===== src/adwwd_defs.vh =====
// Constants for the analog-die window watchdog
// Functional notes
// - Counts only in Normal mode, base clock
// - Timeout select: 10 ms doubling to 1280 ms
// - Low power inactive; Stop read shows disabled
// - Initial fixed timeout; window flag set; config ignored
// - Initial phase: timeout or non-0xAA resets
// - Window: service only in second half
// - Config bit 6 shows window open
// - Window: timeout or wrong value resets
// - Config bit 7 set while debug disabled
// - Disable clears service; restart initial sequence
// - Low power stops clock, clears service
// - Service writes while disabled are ignored
// - Correct open-window write restarts, flips expected
// - Debug pin condition holds watchdog fully off
`ifndef ADWWD_DEFS_VH
`define ADWWD_DEFS_VH

// ----------------------------------------------------------------
// Register layout
// ----------------------------------------------------------------
`define ADWWD_CFG_OFF_BIT    7
`define ADWWD_CFG_WIN_BIT    6
`define ADWWD_CFG_TO_MSB     2
`define ADWWD_CFG_TO_LSB     0
`define ADWWD_CFG_RESET      8'h00
`define ADWWD_TSEL_RESET     3'h0
`define ADWWD_SVC_RESET      8'h00
`define ADWWD_SVC_FIRST      8'hAA
`define ADWWD_SVC_SECOND     8'h55
`define ADWWD_SEL_CONFIG     1'b0
`define ADWWD_SEL_SERVICE    1'b1

// ----------------------------------------------------------------
// Timing
// ----------------------------------------------------------------
`define ADWWD_CLK_PERIOD_PS  5000
`define ADWWD_HALF_BASE_MS   5
`define ADWWD_TICK_CYCLES    ((`ADWWD_HALF_BASE_MS * 1000000) / (`ADWWD_CLK_PERIOD_PS / 1000))
`define ADWWD_INIT_TICKS     32

`endif


===== src/adwwd_top.v =====
// Window watchdog core of the analog die, with host register access
`timescale 1ns/1ps
`default_nettype none
`include "adwwd_defs.vh"

module adwwd_top #(
  parameter integer TICK_CYCLES = `ADWWD_TICK_CYCLES,
  parameter integer INIT_TICKS  = `ADWWD_INIT_TICKS
) (
  input  wire       CLOCK,
  input  wire       RST_N,
  input  wire       WR_TOGGLE,
  input  wire       WR_SEL,
  input  wire [7:0] WR_DATA,
  output wire       WR_ACK,
  output wire [7:0] CONFIG_RDATA,
  output wire [7:0] SERVICE_RDATA,
  input  wire       LOW_POWER,
  input  wire       TEST_LEVEL_ON_TEST_CLOCK_PIN,
  input  wire       TEST_MODE_PIN,
  output reg        WDOG_RESET
);

  // ----------------------------------------------------------------
  // States
  // ----------------------------------------------------------------
  localparam [2:0] ST_OFF  = 3'h1;
  localparam [2:0] ST_INIT = 3'h2;
  localparam [2:0] ST_WIN  = 3'h4;

  // ----------------------------------------------------------------
  // Input synchronisers
  // ----------------------------------------------------------------
  reg [1:0] wr_sync;
  reg       wr_seen;
  reg [1:0] lp_sync;
  reg [1:0] tlvl_sync;
  reg [1:0] tmode_sync;

  always @(posedge CLOCK) begin
    if (!RST_N) begin
      wr_sync    <= 2'h0;
      wr_seen    <= 1'b0;
      lp_sync    <= 2'h0;
      tlvl_sync  <= 2'h0;
      tmode_sync <= 2'h3;
    end else begin
      wr_sync    <= {wr_sync[0], WR_TOGGLE};
      wr_seen    <= wr_sync[1];
      lp_sync    <= {lp_sync[0], LOW_POWER};
      tlvl_sync  <= {tlvl_sync[0], TEST_LEVEL_ON_TEST_CLOCK_PIN};
      tmode_sync <= {tmode_sync[0], TEST_MODE_PIN};
    end
  end

  // Data and select are held by the host until the acknowledge toggles
  wire wr_event   = wr_sync[1] ^ wr_seen;
  wire svc_wr     = wr_event && (WR_SEL == `ADWWD_SEL_SERVICE);
  wire cfg_wr     = wr_event && (WR_SEL == `ADWWD_SEL_CONFIG);
  wire debug_off  = tlvl_sync[1] && !tmode_sync[1];
  wire low_power  = lp_sync[1];
  wire disabled   = debug_off || low_power;

  assign WR_ACK = wr_seen;

  // ----------------------------------------------------------------
  // Base tick prescaler: one tick per half of the shortest window
  // ----------------------------------------------------------------
  // Prescaler restarts with the tick counter, so the closed half of a
  // window is never cut short by a partly elapsed tick
  reg        next_restart;
  reg [31:0] pre_cnt;
  wire       tick = (pre_cnt == TICK_CYCLES - 1);

  always @(posedge CLOCK) begin
    if (!RST_N || disabled) begin
      pre_cnt <= 32'h0;
    end else if (tick || next_restart) begin
      pre_cnt <= 32'h0;
    end else begin
      pre_cnt <= pre_cnt + 32'h1;
    end
  end

  // ----------------------------------------------------------------
  // Watchdog sequencer
  // ----------------------------------------------------------------
  reg  [2:0]  state;
  reg  [9:0]  tick_cnt;
  reg  [2:0]  timeout_select;
  reg  [7:0]  service_value;
  reg  [7:0]  expect_value;

  // Half window in ticks is 2^select, so a full window spans 10 ms << select
  wire [9:0] half_ticks = 10'h1 << timeout_select;
  wire [9:0] full_ticks = half_ticks << 1;
  wire       window_open_flag = (state == ST_INIT) ||
                                ((state == ST_WIN) && (tick_cnt >= half_ticks));
  wire       init_expired = (state == ST_INIT) && tick && (tick_cnt == INIT_TICKS - 1);
  wire       win_expired  = (state == ST_WIN) && tick && (tick_cnt == full_ticks - 10'h1);

  reg  [2:0] next_state;
  reg  [9:0] next_tick_cnt;
  reg  [7:0] next_expect;
  reg        next_fault;

  always @* begin
    next_state    = state;
    next_tick_cnt = tick ? tick_cnt + 10'h1 : tick_cnt;
    next_expect   = expect_value;
    next_fault    = 1'b0;
    next_restart  = 1'b0;
    case (state)
      ST_OFF: begin
        next_tick_cnt = 10'h0;
        next_expect   = `ADWWD_SVC_FIRST;
        if (!disabled) begin
          next_state = ST_INIT;
          next_restart = 1'b1;
        end
      end
      ST_INIT: begin
        if (svc_wr) begin
          if (WR_DATA == `ADWWD_SVC_FIRST) begin
            next_state    = ST_WIN;
            next_tick_cnt = 10'h0;
            next_restart  = 1'b1;
            next_expect   = `ADWWD_SVC_SECOND;
          end else begin
            next_fault = 1'b1;
          end
        end else if (init_expired) begin
          next_fault = 1'b1;
        end
      end
      ST_WIN: begin
        if (svc_wr) begin
          if (window_open_flag && (WR_DATA == expect_value)) begin
            next_tick_cnt = 10'h0;
            next_restart  = 1'b1;
            next_expect   = ~expect_value;
          end else begin
            next_fault = 1'b1;
          end
        end else if (win_expired) begin
          next_fault = 1'b1;
        end
      end
      default: begin
        next_state = ST_OFF;
      end
    endcase
    // A fault restarts the initial phase at once, no external reset awaited
    if (next_fault) begin
      next_state    = ST_INIT;
      next_tick_cnt = 10'h0;
      next_expect   = `ADWWD_SVC_FIRST;
      next_restart  = 1'b1;
    end
    // Disable overrides a fault raised in the same cycle
    if (disabled) begin
      next_state    = ST_OFF;
      next_tick_cnt = 10'h0;
      next_expect   = `ADWWD_SVC_FIRST;
      next_fault    = 1'b0;
    end
  end

  always @(posedge CLOCK) begin
    if (!RST_N) begin
      state        <= ST_INIT;
      tick_cnt     <= 10'h0;
      expect_value <= `ADWWD_SVC_FIRST;
      WDOG_RESET   <= 1'b0;
    end else begin
      state        <= next_state;
      tick_cnt     <= next_tick_cnt;
      expect_value <= next_expect;
      WDOG_RESET   <= next_fault;
    end
  end

  // ----------------------------------------------------------------
  // Registers
  // ----------------------------------------------------------------
  // Config may be written in any phase; the initial phase ignores it
  always @(posedge CLOCK) begin
    if (!RST_N) begin
      timeout_select <= `ADWWD_TSEL_RESET;
    end else if (cfg_wr) begin
      timeout_select <= WR_DATA[`ADWWD_CFG_TO_MSB:`ADWWD_CFG_TO_LSB];
    end
  end

  always @(posedge CLOCK) begin
    if (!RST_N || disabled) begin
      service_value <= `ADWWD_SVC_RESET;
    // The off-to-initial step ignores a service write, so it is not stored
    end else if (svc_wr && !next_fault && (state != ST_OFF)) begin
      service_value <= WR_DATA;
    end else if (next_fault) begin
      service_value <= `ADWWD_SVC_RESET;
    end
  end

  // Status bits are registered; the window bit trails the state by one cycle, the off bit changes with it
  reg off_flag;
  reg win_flag;
  always @(posedge CLOCK) begin
    if (!RST_N) begin
      off_flag <= 1'b0;
      win_flag <= 1'b0;
    end else begin
      off_flag <= disabled;
      win_flag <= window_open_flag;
    end
  end

  assign CONFIG_RDATA  = {off_flag, win_flag, 3'h0, timeout_select};
  assign SERVICE_RDATA = service_value;

endmodule
`default_nettype wire


===== config.mk =====
export PLATFORM = sky130hd
export DESIGN_NAME = adwwd_top
export DESIGN_NICKNAME = d
export VERILOG_FILES = /design/src/adwwd_top.v
export VERILOG_INCLUDE_DIRS = /design/src
export SDC_FILE = /design/constraint.sdc
export NUM_CORES = 1
export LEC_CHECK = 0
export BUFFER_PORTS_ARGS = -buffer_cell sky130_fd_sc_hd__buf_2
export CORE_ASPECT_RATIO = 0.75
export CORE_MARGIN = 1
export CORE_UTILIZATION = 23
export CTS_BUF_LIST = sky130_fd_sc_hd__clkbuf_4
export DETAILED_ROUTE_END_ITERATION = 12
export GPL_TIMING_DRIVEN = 0
export SLEW_MARGIN = 0
export SYNTH_ARGS = -nofsm -noshare
export SYNTH_HDL_FRONTEND = slang
export SYNTH_SLANG_ARGS = --single-unit
export TNS_END_PERCENT = 100

===== constraint.sdc =====
create_clock -name CLOCK -period 2.7 [get_ports CLOCK]
set_input_delay 0.405 -clock CLOCK [delete_from_list [all_inputs] [get_ports CLOCK]]
set_output_delay 0.405 -clock CLOCK [all_outputs]
set_load 0.01 [all_outputs]

==> results.sh, run 1 <==
export IMPL_tritoncts_num_buffers=9
export IMPL_layout_drive_gt1_share=0.316
export IMPL_dr_pass1_iters=5
export IMPL_drc_errors=0
export IMPL_clkLatencyLatePin_ns=0.44
export IMPL_yosysUniqueCellTypes=52
export IMPL_final_setup_skew_ns=0.0188
export IMPL_grt_pass1_wl_mm=15.4
export IMPL_cellPowerDensity_mw_per_mm2=422
export IMPL_grt_overflow_total=0
export IMPL_finalSetupViolCount=60
export IMPL_cts_root_buffer="sky130_fd_sc_hd__clkbuf_4"
export IMPL_cts_reportedPaths_clkPinSlew_ns=0.12
export IMPL_postCtsHoldBufs=0
export IMPL_timing_reg2reg_setup_slack_ns=-0.1
export IMPL_worstReg2RegEnd="pre_cnt[29]"
export IMPL_leakage_uw=0.00182
export IMPL_cts_max_path_buffers=2
export IMPL_worst_voltage_drop_across_the_vdd_grid_mv=0.167
export IMPL_whs_path_depth=2
export IMPL_worst_path_max_fanout=5
export IMPL_dp_slack_ns=-0.362
export IMPL_place_gp_congestion=0.803
export IMPL_die_span_in_x_um=149
export IMPL_cts_htree_levels=3
export IMPL_die_h_um=112
export IMPL_timing_hold_worst_endpoint="tmode_sync[0]"
export IMPL_fillCellCount=1621
export IMPL_final_core_utilization=0.317
export IMPL_first_global_vias=3108
export IMPL_synth_warning_count=0
export IMPL_status="finished with violations"
export IMPL_detail_route_wirelength_mm=9.53
export IMPL_synthesis_instances=418
export IMPL_violations="setup timing"
export IMPL_layout_cells_most_common="sky130_fd_sc_hd__dfxtp_1"
export IMPL_dr_total_vias=3166
export IMPL_clock_period_minus_final_worst_setup_slack_ns=2.80
export IMPL_cts_tree="yes"
export IMPL_min_period_over_period=1.04
export IMPL_setup_worst_path_end_class="register"
export IMPL_r2r_worst_path_cells=11
export IMPL_antenna_cells_inserted=0
export IMPL_timing_hold_worst_start="TEST_MODE_PIN"
export IMPL_start_util=0.240
export IMPL_groute_usage_overall=0.118
export IMPL_io_pin_count=33
export IMPL_most_frequent_cells_in_the_layout="73 x sky130_fd_sc_hd__dfxtp_1, 38 x sky130_fd_sc_hd__xor2_1, 37 x sky130_fd_sc_hd__nor2_1"
export IMPL_regArea_sq_mm=0.00153
export IMPL_holdCritPathClass="input port to register"
export IMPL_floorplan_rows=39
export IMPL_syn2layout_area_growth_pct=31.8
export IMPL_timing_hold_violations_final=0
export IMPL_max_freq_mhz=357
export IMPL_post_synthesis_sequential_element_count=76
export IMPL_grt_start_max_net_pins=14
export IMPL_cp_startpoint_kind="register"
export IMPL_port_buffer_count=29
export IMPL_antenna_violations_before_repair=0
export IMPL_syn_area_per_cell_sq_um=8.94
export IMPL_worst_ep_arrival_time_ns=3.14
export IMPL_setup_ws_ns=-0.0986
export IMPL_wire_per_inst_um=13.7
export IMPL_nets=514
export IMPL_multi_input_area_sq_mm=0.00242
export IMPL_yosys_most_used_dff="sky130_fd_sc_hd__dfxtp_1"
export IMPL_numClockSinks=76
export IMPL_rsz0062_at_grt="yes"
export IMPL_detail_route_vias_per_cell=4.54
export IMPL_slew_headroom=0.344
export IMPL_ys_seq_area_frac=0.407
export IMPL_maxCapViolCount=0
export IMPL_initialDrtViolationCount=236
export IMPL_fp_coreArea_sq_mm=0.0156
export IMPL_slew_viol_final=0
export IMPL_post_synth_instance_area_sq_mm=0.00374
export IMPL_crit_type="register to register"
export IMPL_post_detail_place_hpwl_mm=6.50
export IMPL_post_synth_edffs=0
export IMPL_worst_slew_pin_transition_ns=0.977
export IMPL_antenna_violating_nets_post_route=0
export IMPL_floorplan_die_area_sq_mm=0.0168
export IMPL_critPathRequiredTime_ns=3.05
export IMPL_asyncSetResetFlopFracSynth=0
export IMPL_worst_r2r_startpoint="timeout_select[1]"
per-layer routing:
layer | wire [um] | GRT usage | vias to the layer above
li1 | - | - | 1585
met1 | 4590 | 0.161 | 1492
met2 | 4180 | 0.178 | 76
met3 | 588 | 0.0325 | 13
met4 | 170 | 0.0395 | 0
met5 | 0 | 0 | -
registers in the layout, indices dropped and copies added, names as in the netlist:
register,flops
pre_cnt,32
tick_cnt,10
SERVICE_RDATA,8
expect_value,8
state,3
timeout_select,3
lp_sync,2
tlvl_sync,2
tmode_sync,2
wr_sync,2
WDOG_RESET,1
WR_ACK,1
off_flag,1
win_flag,1
layout make-up:
cell class | count | share of cell area
multi-input cells | 321 | 0.490
flip-flops and latches | 76 | 0.311
repair buffers | 56 | 0.0858
well taps | 205 | 0.0520
plain buffers | 16 | 0.0322
clock buffers | 9 | 0.0137
clock inverters | 7 | 0.00863
inverters | 8 | 0.00609
report_power, final:
group | total (uW) | internal [uW] | leakage, uW | switching [uW]
Sequential | 1150 | 1140 | 0.000618 | 14.2
Clock | 596 | 184 | 0.0000612 | 412
Combinational | 328 | 158 | 0.00114 | 170
Total | 2080 | 1480 | 0.00182 | 596
kinds of logic (layout without fill, tap and decap cells):
logic type / Yosys count / in the layout / synth area share
AO/OA/AOI/OAI: 36 / 37 / 0.0713
XOR/XNOR: 54 / 54 / 0.127
adder cells (fa/ha/maj): 11 / 11 / 0.0368
buffers and inverters: 24 / 96 / 0.0351
flip-flops: 76 / 76 / 0.407
multiplexers: 15 / 15 / 0.0402
other: 1 / 3 / 0.00100
AND/OR/NAND/NOR: 201 / 201 / 0.282
metrics by stage:
| stage | hold WS, ns | TNS [ns] | instances | instance area (sq um) | total power [uW] |
|---|---|---|---|---|---|
| 6_report | 0.159 | -3.52 | 698 | 4930 | 2080 |
| 5_1_grt | 0.136 | -7.66 | 698 | 4930 | 2190 |
| 4_1_cts | 0.140 | -2.18 | 693 | 4750 | 2080 |
| 3_5_place_dp | 0.394 | -17.02 | 654 | 4240 | 1400 |
| 3_3_place_gp | 0.394 | -15.71 | 654 | 4240 | 1400 |
| 2_1_floorplan | 0.386 | 0 | 420 | 3840 | 1330 |
worst max-delay path, cell delays in order, from the launching register on:
cell	delay (ns)
sky130_fd_sc_hd__dfxtp_4	0.38
sky130_fd_sc_hd__buf_8	0.11
sky130_fd_sc_hd__or3b_4	0.42
sky130_fd_sc_hd__ha_4	0.20
sky130_fd_sc_hd__and3_4	0.15
sky130_fd_sc_hd__or4_4	0.52
sky130_fd_sc_hd__a21oi_4	0.15
sky130_fd_sc_hd__a31oi_4	0.15
sky130_fd_sc_hd__o211ai_4	0.29
sky130_fd_sc_hd__buf_12	0.15
sky130_fd_sc_hd__buf_8	0.12
sky130_fd_sc_hd__nor2_2	0.05
Yosys cell counts, drive strengths merged, types with 4 or more instances:
cell type,number,share of area
and2,11,0.018
o211ai,4,0.0094
nor2b,6,0.010
nand2b,4,0.0067
nand2,20,0.020
inv,8,0.0080
and3,10,0.017
ha,11,0.037
a211o,4,0.0094
xnor2,16,0.037
nor3,17,0.023
nor2,67,0.067
nor4,7,0.016
buf,13,0.024
or3,4,0.0067
nand3,25,0.033
a21oi,10,0.014
xor2,38,0.089
dfxtp,76,0.41
o21ai,7,0.013
mux2i,15,0.040
nand4,12,0.020
how the worst max path moves through the flow:
stage | start | to | slack [ns] | depth (start not counted)
final | timeout_select[1] | pre_cnt[29] | -0.1 | 11
after global routing | timeout_select[1] | expect_value[1] | -0.19 | 13
after CTS | timeout_select[1] | expect_value[1] | -0.09 | 13
after detailed placement | timeout_select[0] | pre_cnt[29] | -0.36 | 11
after global placement | timeout_select[1] | pre_cnt[29] | -0.31 | 11
after floorplan | timeout_select[1] | tick_cnt[3] | 0.004 | 11
timing repair:
item,4_1_cts,5_1_grt
pin swaps,48,9
endpoints found under the setup margin,61,61
resized for setup,52,36
gates cloned,5,1
buffers inserted,19,5
Note: power is estimated with default switching activity, not from simulation.
==> run 2, diff against run 1 <==
CORE_MARGIN = 2   (was 1)
==> results.sh, run 2 (synthesis results as in run 1) <==
export IMPL_status="finished with violations"
export IMPL_violations="setup timing"
export IMPL_cts_root_buffer="sky130_fd_sc_hd__clkbuf_4"
export IMPL_min_period_over_period=1.06
export IMPL_detail_route_wirelength_mm=9.05
export IMPL_grt_pass1_wl_mm=15.1
export IMPL_worst_slew_pin_transition_ns=0.979
export IMPL_layout_cell_area_non_filler_sq_mm=0.00504
export IMPL_syn2layout_area_growth_pct=34.7
export IMPL_worst_voltage_drop_across_the_vdd_grid_mv=0.348
export IMPL_finalSetupTns_ns=-7.60
export IMPL_largest_reg_flops=32
export IMPL_most_frequent_cells_in_the_layout="73 x sky130_fd_sc_hd__dfxtp_1, 38 x sky130_fd_sc_hd__xor2_1, 30 x sky130_fd_sc_hd__buf_2"
export IMPL_fp_coreArea_sq_mm=0.0160
export IMPL_first_global_vias=3222
export IMPL_critPathRequiredTime_ns=3.03
export IMPL_die_span_in_x_um=151
export IMPL_path_cells="buf_8 > or3b_4 > ha_4 > buf_6 > buf_6 > xnor2_2 > a22oi_2 > xnor2_2 > a21oi_4 > a31oi_4 > o21ai_4 > buf_6 > a211o_1"
export IMPL_grt_start_max_net_pins=14
export IMPL_registers_top_by_ff_count="pre_cnt"
export IMPL_crit_type="register to register"
export IMPL_drc_errors=0
export IMPL_cp_startpoint_kind="register"
export IMPL_cts_reportedPaths_clkPinSlew_ns=0.12
export IMPL_crit_path_frequent_cell="sky130_fd_sc_hd__buf_6"
export IMPL_port_buffer_count=29
export IMPL_nets=509
export IMPL_cellPowerDensity_mw_per_mm2=455
export IMPL_detail_route_vias_per_cell=4.54
export IMPL_die_h_um=114
export IMPL_antenna_cells_inserted=0
export IMPL_floorplan_die_area_sq_mm=0.0173
export IMPL_cell_area_placed_sq_mm=0.00425
export IMPL_wire_per_inst_um=13.0
export IMPL_setup_worst_path_end_class="register"
export IMPL_clock_period_minus_final_worst_setup_slack_ns=2.86
export IMPL_tritoncts_num_buffers=9
export IMPL_cp_top_family="compound AO/OA/AOI/OAI gates"
export IMPL_cp_slowest_cell="sky130_fd_sc_hd__or3b_4"
export IMPL_grt_overflow_total=0
export IMPL_layout_cells_most_common="sky130_fd_sc_hd__dfxtp_1"
export IMPL_post_detail_place_hpwl_mm=6.05
export IMPL_clkLatencyLatePin_ns=0.44
export IMPL_slew_headroom=0.343
export IMPL_postCtsHoldBufs=0
export IMPL_initialDrtViolationCount=200
export IMPL_io_pin_count=33
export IMPL_final_setup_skew_ns=0.0118
export IMPL_dr_total_vias=3171
export IMPL_whs_ns=0.150
export IMPL_layout_drive_gt1_share=0.328
export IMPL_rsz0062_at_grt="yes"
export IMPL_leakage_uw=0.00182
export IMPL_max_freq_mhz=350
export IMPL_worst_ep_arrival_time_ns=3.19
export IMPL_slew_viol_final=0
export IMPL_numClockSinks=76
export IMPL_place_gp_congestion=0.827
export IMPL_maxCapViolCount=0
export IMPL_timing_hold_violations_final=0
export IMPL_floorplan_rows=40
export IMPL_groute_usage_overall=0.109
export IMPL_number_of_placed_instances_taps_included=659
export IMPL_layout_top_registers="pre_cnt x32, tick_cnt x10"
export IMPL_start_util=0.234
export IMPL_critPathMaxStageDelay_ns=0.42
export IMPL_antenna_violating_nets_post_route=0
export IMPL_antenna_violations_before_repair=0
export IMPL_cts_htree_levels=3
export IMPL_fillCellCount=1621
export IMPL_setup_ws_ns=-0.158
export IMPL_finalSetupViolCount=60
export IMPL_critical_path_buf_inv_count=4
export IMPL_worst_path_max_fanout=6
export IMPL_dr_pass1_iters=4
export IMPL_fin_cells=698
export IMPL_cts_tree="yes"
export IMPL_cts_max_path_buffers=2
export IMPL_holdCritPathClass="input port to register"
-- run 2: cell count changes in the layout (fill, tap and decap cells not counted), sizes merged --
cell and change:
o21ai -1, buf -5, bufinv +2, clkbuf +2
clkinv -3
-- run 2: area by class of cell --
class	instances	area, sq um	share of cell area
buffer	15	143	0.0283
clock buffer	10	75.1	0.0149
clock inverter	6	87.6	0.0174
inverter	8	30.0	0.00596
multi-input combinational	320	2490	0.494
sequential	76	1530	0.304
tap	210	263	0.0522
timing repair buffer	53	420	0.0835
-- run 2: stage by stage --
step                       util  power, uW  setup slack [ns]
after global placement    0.266       1390            -0.253
after detailed placement  0.266       1400            -0.374
final                     0.315       2290            -0.158
after global routing      0.315       2390            -0.225
after CTS                 0.304       2290            -0.140
after floorplan               -       1330           0.00373
-- run 2: where the power goes --
group	internal [uW]	switching, uW	total (uW)	leakage [uW]
logic	157	176	333	0.00111
registers	1140	14.7	1160	0.000618
clock network	386	414	800	0.0000869
total	1680	605	2290	0.00182
-- run 2: path summary, 6_finish.rpt --
kind,end,depth (start not counted),start,slack [ns]
worst max-delay path,expect_value[7],13,timeout_select[2],-0.16
worst min-delay path,tmode_sync[0],2,TEST_MODE_PIN,0.15
worst max register to register,expect_value[7],13,timeout_select[2],-0.16
worst min register to register,tmode_sync[1],1,tmode_sync[0],0.45
-- run 2: timing repair --
| action | 4_1_cts | 5_1_grt |
|---|---|---|
| gates cloned | 5 | 0 |
| resized for setup | 54 | 58 |
| setup endpoints to repair | 61 | 61 |
| setup buffers | 17 | 4 |
| pin swaps | 47 | 23 |
| hold endpoints to repair | 0 | 0 |
-- run 2: metal layers --
layer / vias up / track usage / wire length (um)
met4: 0 / 0.0380 / 170
met2: 69 / 0.176 / 4240
met5: - / 0 / 0
met1: 1501 / 0.138 / 4230
met3: 17 / 0.0347 / 408
li1: 1584 / - / -
==> run 3, diff against run 2 <==
ABC_AREA = 1   (was default)
==> results.sh, run 3 <==
export IMPL_r2r_worst_path_cells=22
export IMPL_status="complete, no violations"
export IMPL_critPathRequiredTime_ns=3.07
export IMPL_floorplan_rows=42
export IMPL_worstReg2RegEnd="pre_cnt[7]"
export IMPL_largest_reg_flops=32
export IMPL_clkLatencyLatePin_ns=0.43
export IMPL_post_synth_instance_area_sq_mm=0.00422
export IMPL_die_span_in_x_um=160
export IMPL_worst_voltage_drop_across_the_vdd_grid_mv=0.203
export IMPL_first_global_vias=3295
export IMPL_post_synthesis_sequential_element_count=76
export IMPL_cell_area_placed_sq_mm=0.00467
export IMPL_post_detail_place_hpwl_mm=7.30
export IMPL_place_gp_congestion=0.839
export IMPL_cellPowerDensity_mw_per_mm2=533
export IMPL_yosysUniqueCellTypes=39
export IMPL_worst_r2r_startpoint="timeout_select[2]"
export IMPL_layout_top_registers="pre_cnt x32, tick_cnt x10"
export IMPL_synth_top_family_by_area="simple AND/OR/NAND/NOR gates"
export IMPL_leakage_uw=0.00202
export IMPL_setup_worst_path_end_class="register"
export IMPL_cts_max_path_buffers=2
export IMPL_ys_seq_area_frac=0.361
export IMPL_cts_tree="yes"
export IMPL_nets=671
export IMPL_rsz0062_at_grt="yes"
export IMPL_yosys_top_cells_count="115 x sky130_fd_sc_hd__nand2_1, 89 x sky130_fd_sc_hd__nor2_1, 88 x sky130_fd_sc_hd__inv_1"
export IMPL_slew_headroom=0.637
export IMPL_multi_input_area_sq_mm=0.00226
export IMPL_dr_total_vias=3687
export IMPL_layout_cells_most_common="sky130_fd_sc_hd__nand2_1"
export IMPL_grt_overflow_total=0
export IMPL_postCtsHoldBufs=0
export IMPL_synth_simple_gate_area_frac=0.336
export IMPL_holdCritPathClass="input port to register"
export IMPL_most_frequent_cells_in_the_layout="112 x sky130_fd_sc_hd__nand2_1, 88 x sky130_fd_sc_hd__nor2_1, 88 x sky130_fd_sc_hd__inv_1"
export IMPL_final_core_utilization=0.276
export IMPL_drc_errors=0
export IMPL_port_buffer_count=29
export IMPL_regArea_sq_mm=0.00153
export IMPL_die_h_um=121
export IMPL_grt_start_max_net_pins=14
export IMPL_worst_path_max_fanout=9
export IMPL_muxShareOfSynthArea=0
export IMPL_worst_ep_arrival_time_ns=2.80
export IMPL_cts_reportedPaths_clkPinSlew_ns=0.13
export IMPL_post_synth_fa_ha_maj_area_fraction=0.0326
export IMPL_synth_area_in_xor_xnor=0.0852
export IMPL_synth_compound_gate_area_share=0.0760
export IMPL_worst_slew_pin_transition_ns=0.542
export IMPL_io_pin_count=33
export IMPL_final_setup_skew_ns=0.0121
export IMPL_layout_drive_gt1_share=0.156
export IMPL_detail_route_vias_per_cell=4.13
export IMPL_asyncSetResetFlopFracSynth=0
export IMPL_whs_ns=0.145
export IMPL_min_period_over_period=0.900
export IMPL_floorplan_die_area_sq_mm=0.0194
export IMPL_whs_path_depth=3
export IMPL_timing_hold_violations_final=0
export IMPL_antenna_violating_nets_post_route=0
export IMPL_synthesis_instances=598
export IMPL_timing_hold_worst_endpoint="tlvl_sync[0]"
export IMPL_cts_htree_levels=3
export IMPL_totalPowerFinal_uw=2620
export IMPL_timing_reg2reg_setup_slack_ns=0.27
export IMPL_clock_period_minus_final_worst_setup_slack_ns=2.43
export IMPL_groute_usage_overall=0.101
export IMPL_synth_most_common_cell="sky130_fd_sc_hd__nand2_1"
export IMPL_finalSetupViolCount=0
export IMPL_cp_startpoint_kind="register"
export IMPL_antenna_violations_before_repair=1
export IMPL_detail_route_wirelength_mm=9.49
export IMPL_yosys_area_top_type="sky130_fd_sc_hd__dfxtp_1"
export IMPL_syn_area_per_cell_sq_um=7.05
export IMPL_start_util=0.237
export IMPL_yosys_most_used_dff="sky130_fd_sc_hd__dfxtp_1"
export IMPL_registers_top_by_ff_count="pre_cnt"
export IMPL_fillCellCount=1934
export IMPL_max_freq_mhz=411
export IMPL_syn2layout_area_growth_pct=16.6
export IMPL_post_synth_edffs=0
export IMPL_initialDrtViolationCount=252
export IMPL_fp_coreArea_sq_mm=0.0178
export IMPL_maxCapViolCount=0
export IMPL_numClockSinks=76
export IMPL_wire_per_inst_um=10.6
export IMPL_grt_pass1_wl_mm=15.9
export IMPL_tritoncts_num_buffers=9
export IMPL_cts_root_buffer="sky130_fd_sc_hd__clkbuf_4"
export IMPL_post_synth_main_area_contributors="sky130_fd_sc_hd__dfxtp_1 36%, sky130_fd_sc_hd__nand2_1 10%, sky130_fd_sc_hd__nor2_1 7.9%"
export IMPL_layout_cell_area_non_filler_sq_mm=0.00492
export IMPL_yosysTopAreaCellShare=0.361
export IMPL_crit_type="register to register"
export IMPL_dp_slack_ns=0.0546
export IMPL_timing_hold_worst_start="TEST_LEVEL_ON_TEST_CLOCK_PIN"
export IMPL_slew_viol_final=0
export IMPL_setup_ws_ns=0.269
export IMPL_synth_warning_count=0
export IMPL_dr_pass1_iters=4
run 3: cell count changes in the layout (fill, tap and decap cells not counted), moves of 15 or more:
cell	before	now
sky130_fd_sc_hd__inv_1	6	88
sky130_fd_sc_hd__a21oi_1	7	24
sky130_fd_sc_hd__nor2_1	29	88
sky130_fd_sc_hd__nor2_2	25	6
sky130_fd_sc_hd__nand3_1	25	40
sky130_fd_sc_hd__nand2_1	20	112
sky130_fd_sc_hd__mux2i_1	15	0
run 3: cell families (layout without fill, tap and decap cells):
group,count (synthesis),in the layout
compound gates,53,53
xor+xnor,41,41
fa+ha+maj,11,11
buf+inv,107,156
flops,76,76
other cells,1,4
simple gates,309,309
run 3: worst max-delay path by stage:
stage	from	endpoint	slack [ns]	cells after the start
after floorplan	timeout_select[0]	expect_value[5]	0.44	20
after global placement	timeout_select[0]	expect_value[1]	0.04	20
after detailed placement	timeout_select[0]	expect_value[1]	0.05	20
after CTS	timeout_select[0]	pre_cnt[7]	0.02	21
after global routing	timeout_select[2]	pre_cnt[7]	-0.01	22
final	timeout_select[2]	pre_cnt[7]	0.27	22
run 3: final cells by class:
class / count / area share
timing repair buffer: 34 / 0.0372
antenna: 1 / 0.000509
multi-input combinational: 417 / 0.460
clock inverter: 6 / 0.0229
sequential: 76 / 0.310
inverter: 93 / 0.0710
buffer: 14 / 0.0232
clock buffer: 9 / 0.0137
tap: 242 / 0.0616
run 3: metal layers:
layer	track usage	wire length [um]	vias up
met5	0	0	-
met4	0.0338	116	0
met3	0.0379	599	6
met2	0.136	3620	87
met1	0.146	5160	1609
li1	-	-	1985
run 3: critical path, cell delays in order (launching register included):
cell and delay [ns]:
sky130_fd_sc_hd__dfxtp_2 0.35, sky130_fd_sc_hd__buf_6 0.12, sky130_fd_sc_hd__inv_2 0.06, sky130_fd_sc_hd__nand2_2 0.10, sky130_fd_sc_hd__inv_1 0.05, sky130_fd_sc_hd__ha_1 0.26
sky130_fd_sc_hd__inv_1 0.04, sky130_fd_sc_hd__nand2_1 0.04, sky130_fd_sc_hd__nand2_1 0.04, sky130_fd_sc_hd__nand2_1 0.05, sky130_fd_sc_hd__nand2_1 0.05, sky130_fd_sc_hd__nand2_1 0.05
sky130_fd_sc_hd__nand2_1 0.05, sky130_fd_sc_hd__nand2_1 0.07, sky130_fd_sc_hd__nand2_1 0.07, sky130_fd_sc_hd__nand2_2 0.09, sky130_fd_sc_hd__nand3_2 0.09, sky130_fd_sc_hd__nand3_2 0.10
sky130_fd_sc_hd__nand2_4 0.08, sky130_fd_sc_hd__nor2_8 0.15, sky130_fd_sc_hd__o211ai_4 0.16, sky130_fd_sc_hd__buf_6 0.18, sky130_fd_sc_hd__nor2_1 0.10
run 3: through the flow:
stage               setup TNS [ns]  cells
CTS                              0    886
finish                           0    892
detailed placement               0    871
global route               -0.0377    892
floorplan                        0    600
global placement                 0    871
run 3: what timing repair did:
action,in CTS,in global routing
buffers inserted,0,3
hold endpoints to repair,0,0
endpoints found under the setup margin,0,60
resized for setup,0,12
run 3: report_power, final:
| part | internal (uW) | total, uW | leakage [uW] | switching (uW) |
|---|---|---|---|---|
| Clock | 467 | 887 | 0.0000964 | 420 |
| Combinational | 200 | 509 | 0.00131 | 310 |
| Sequential | 1180 | 1230 | 0.000618 | 46.3 |
| Total | 1850 | 2620 | 0.00202 | 776 |
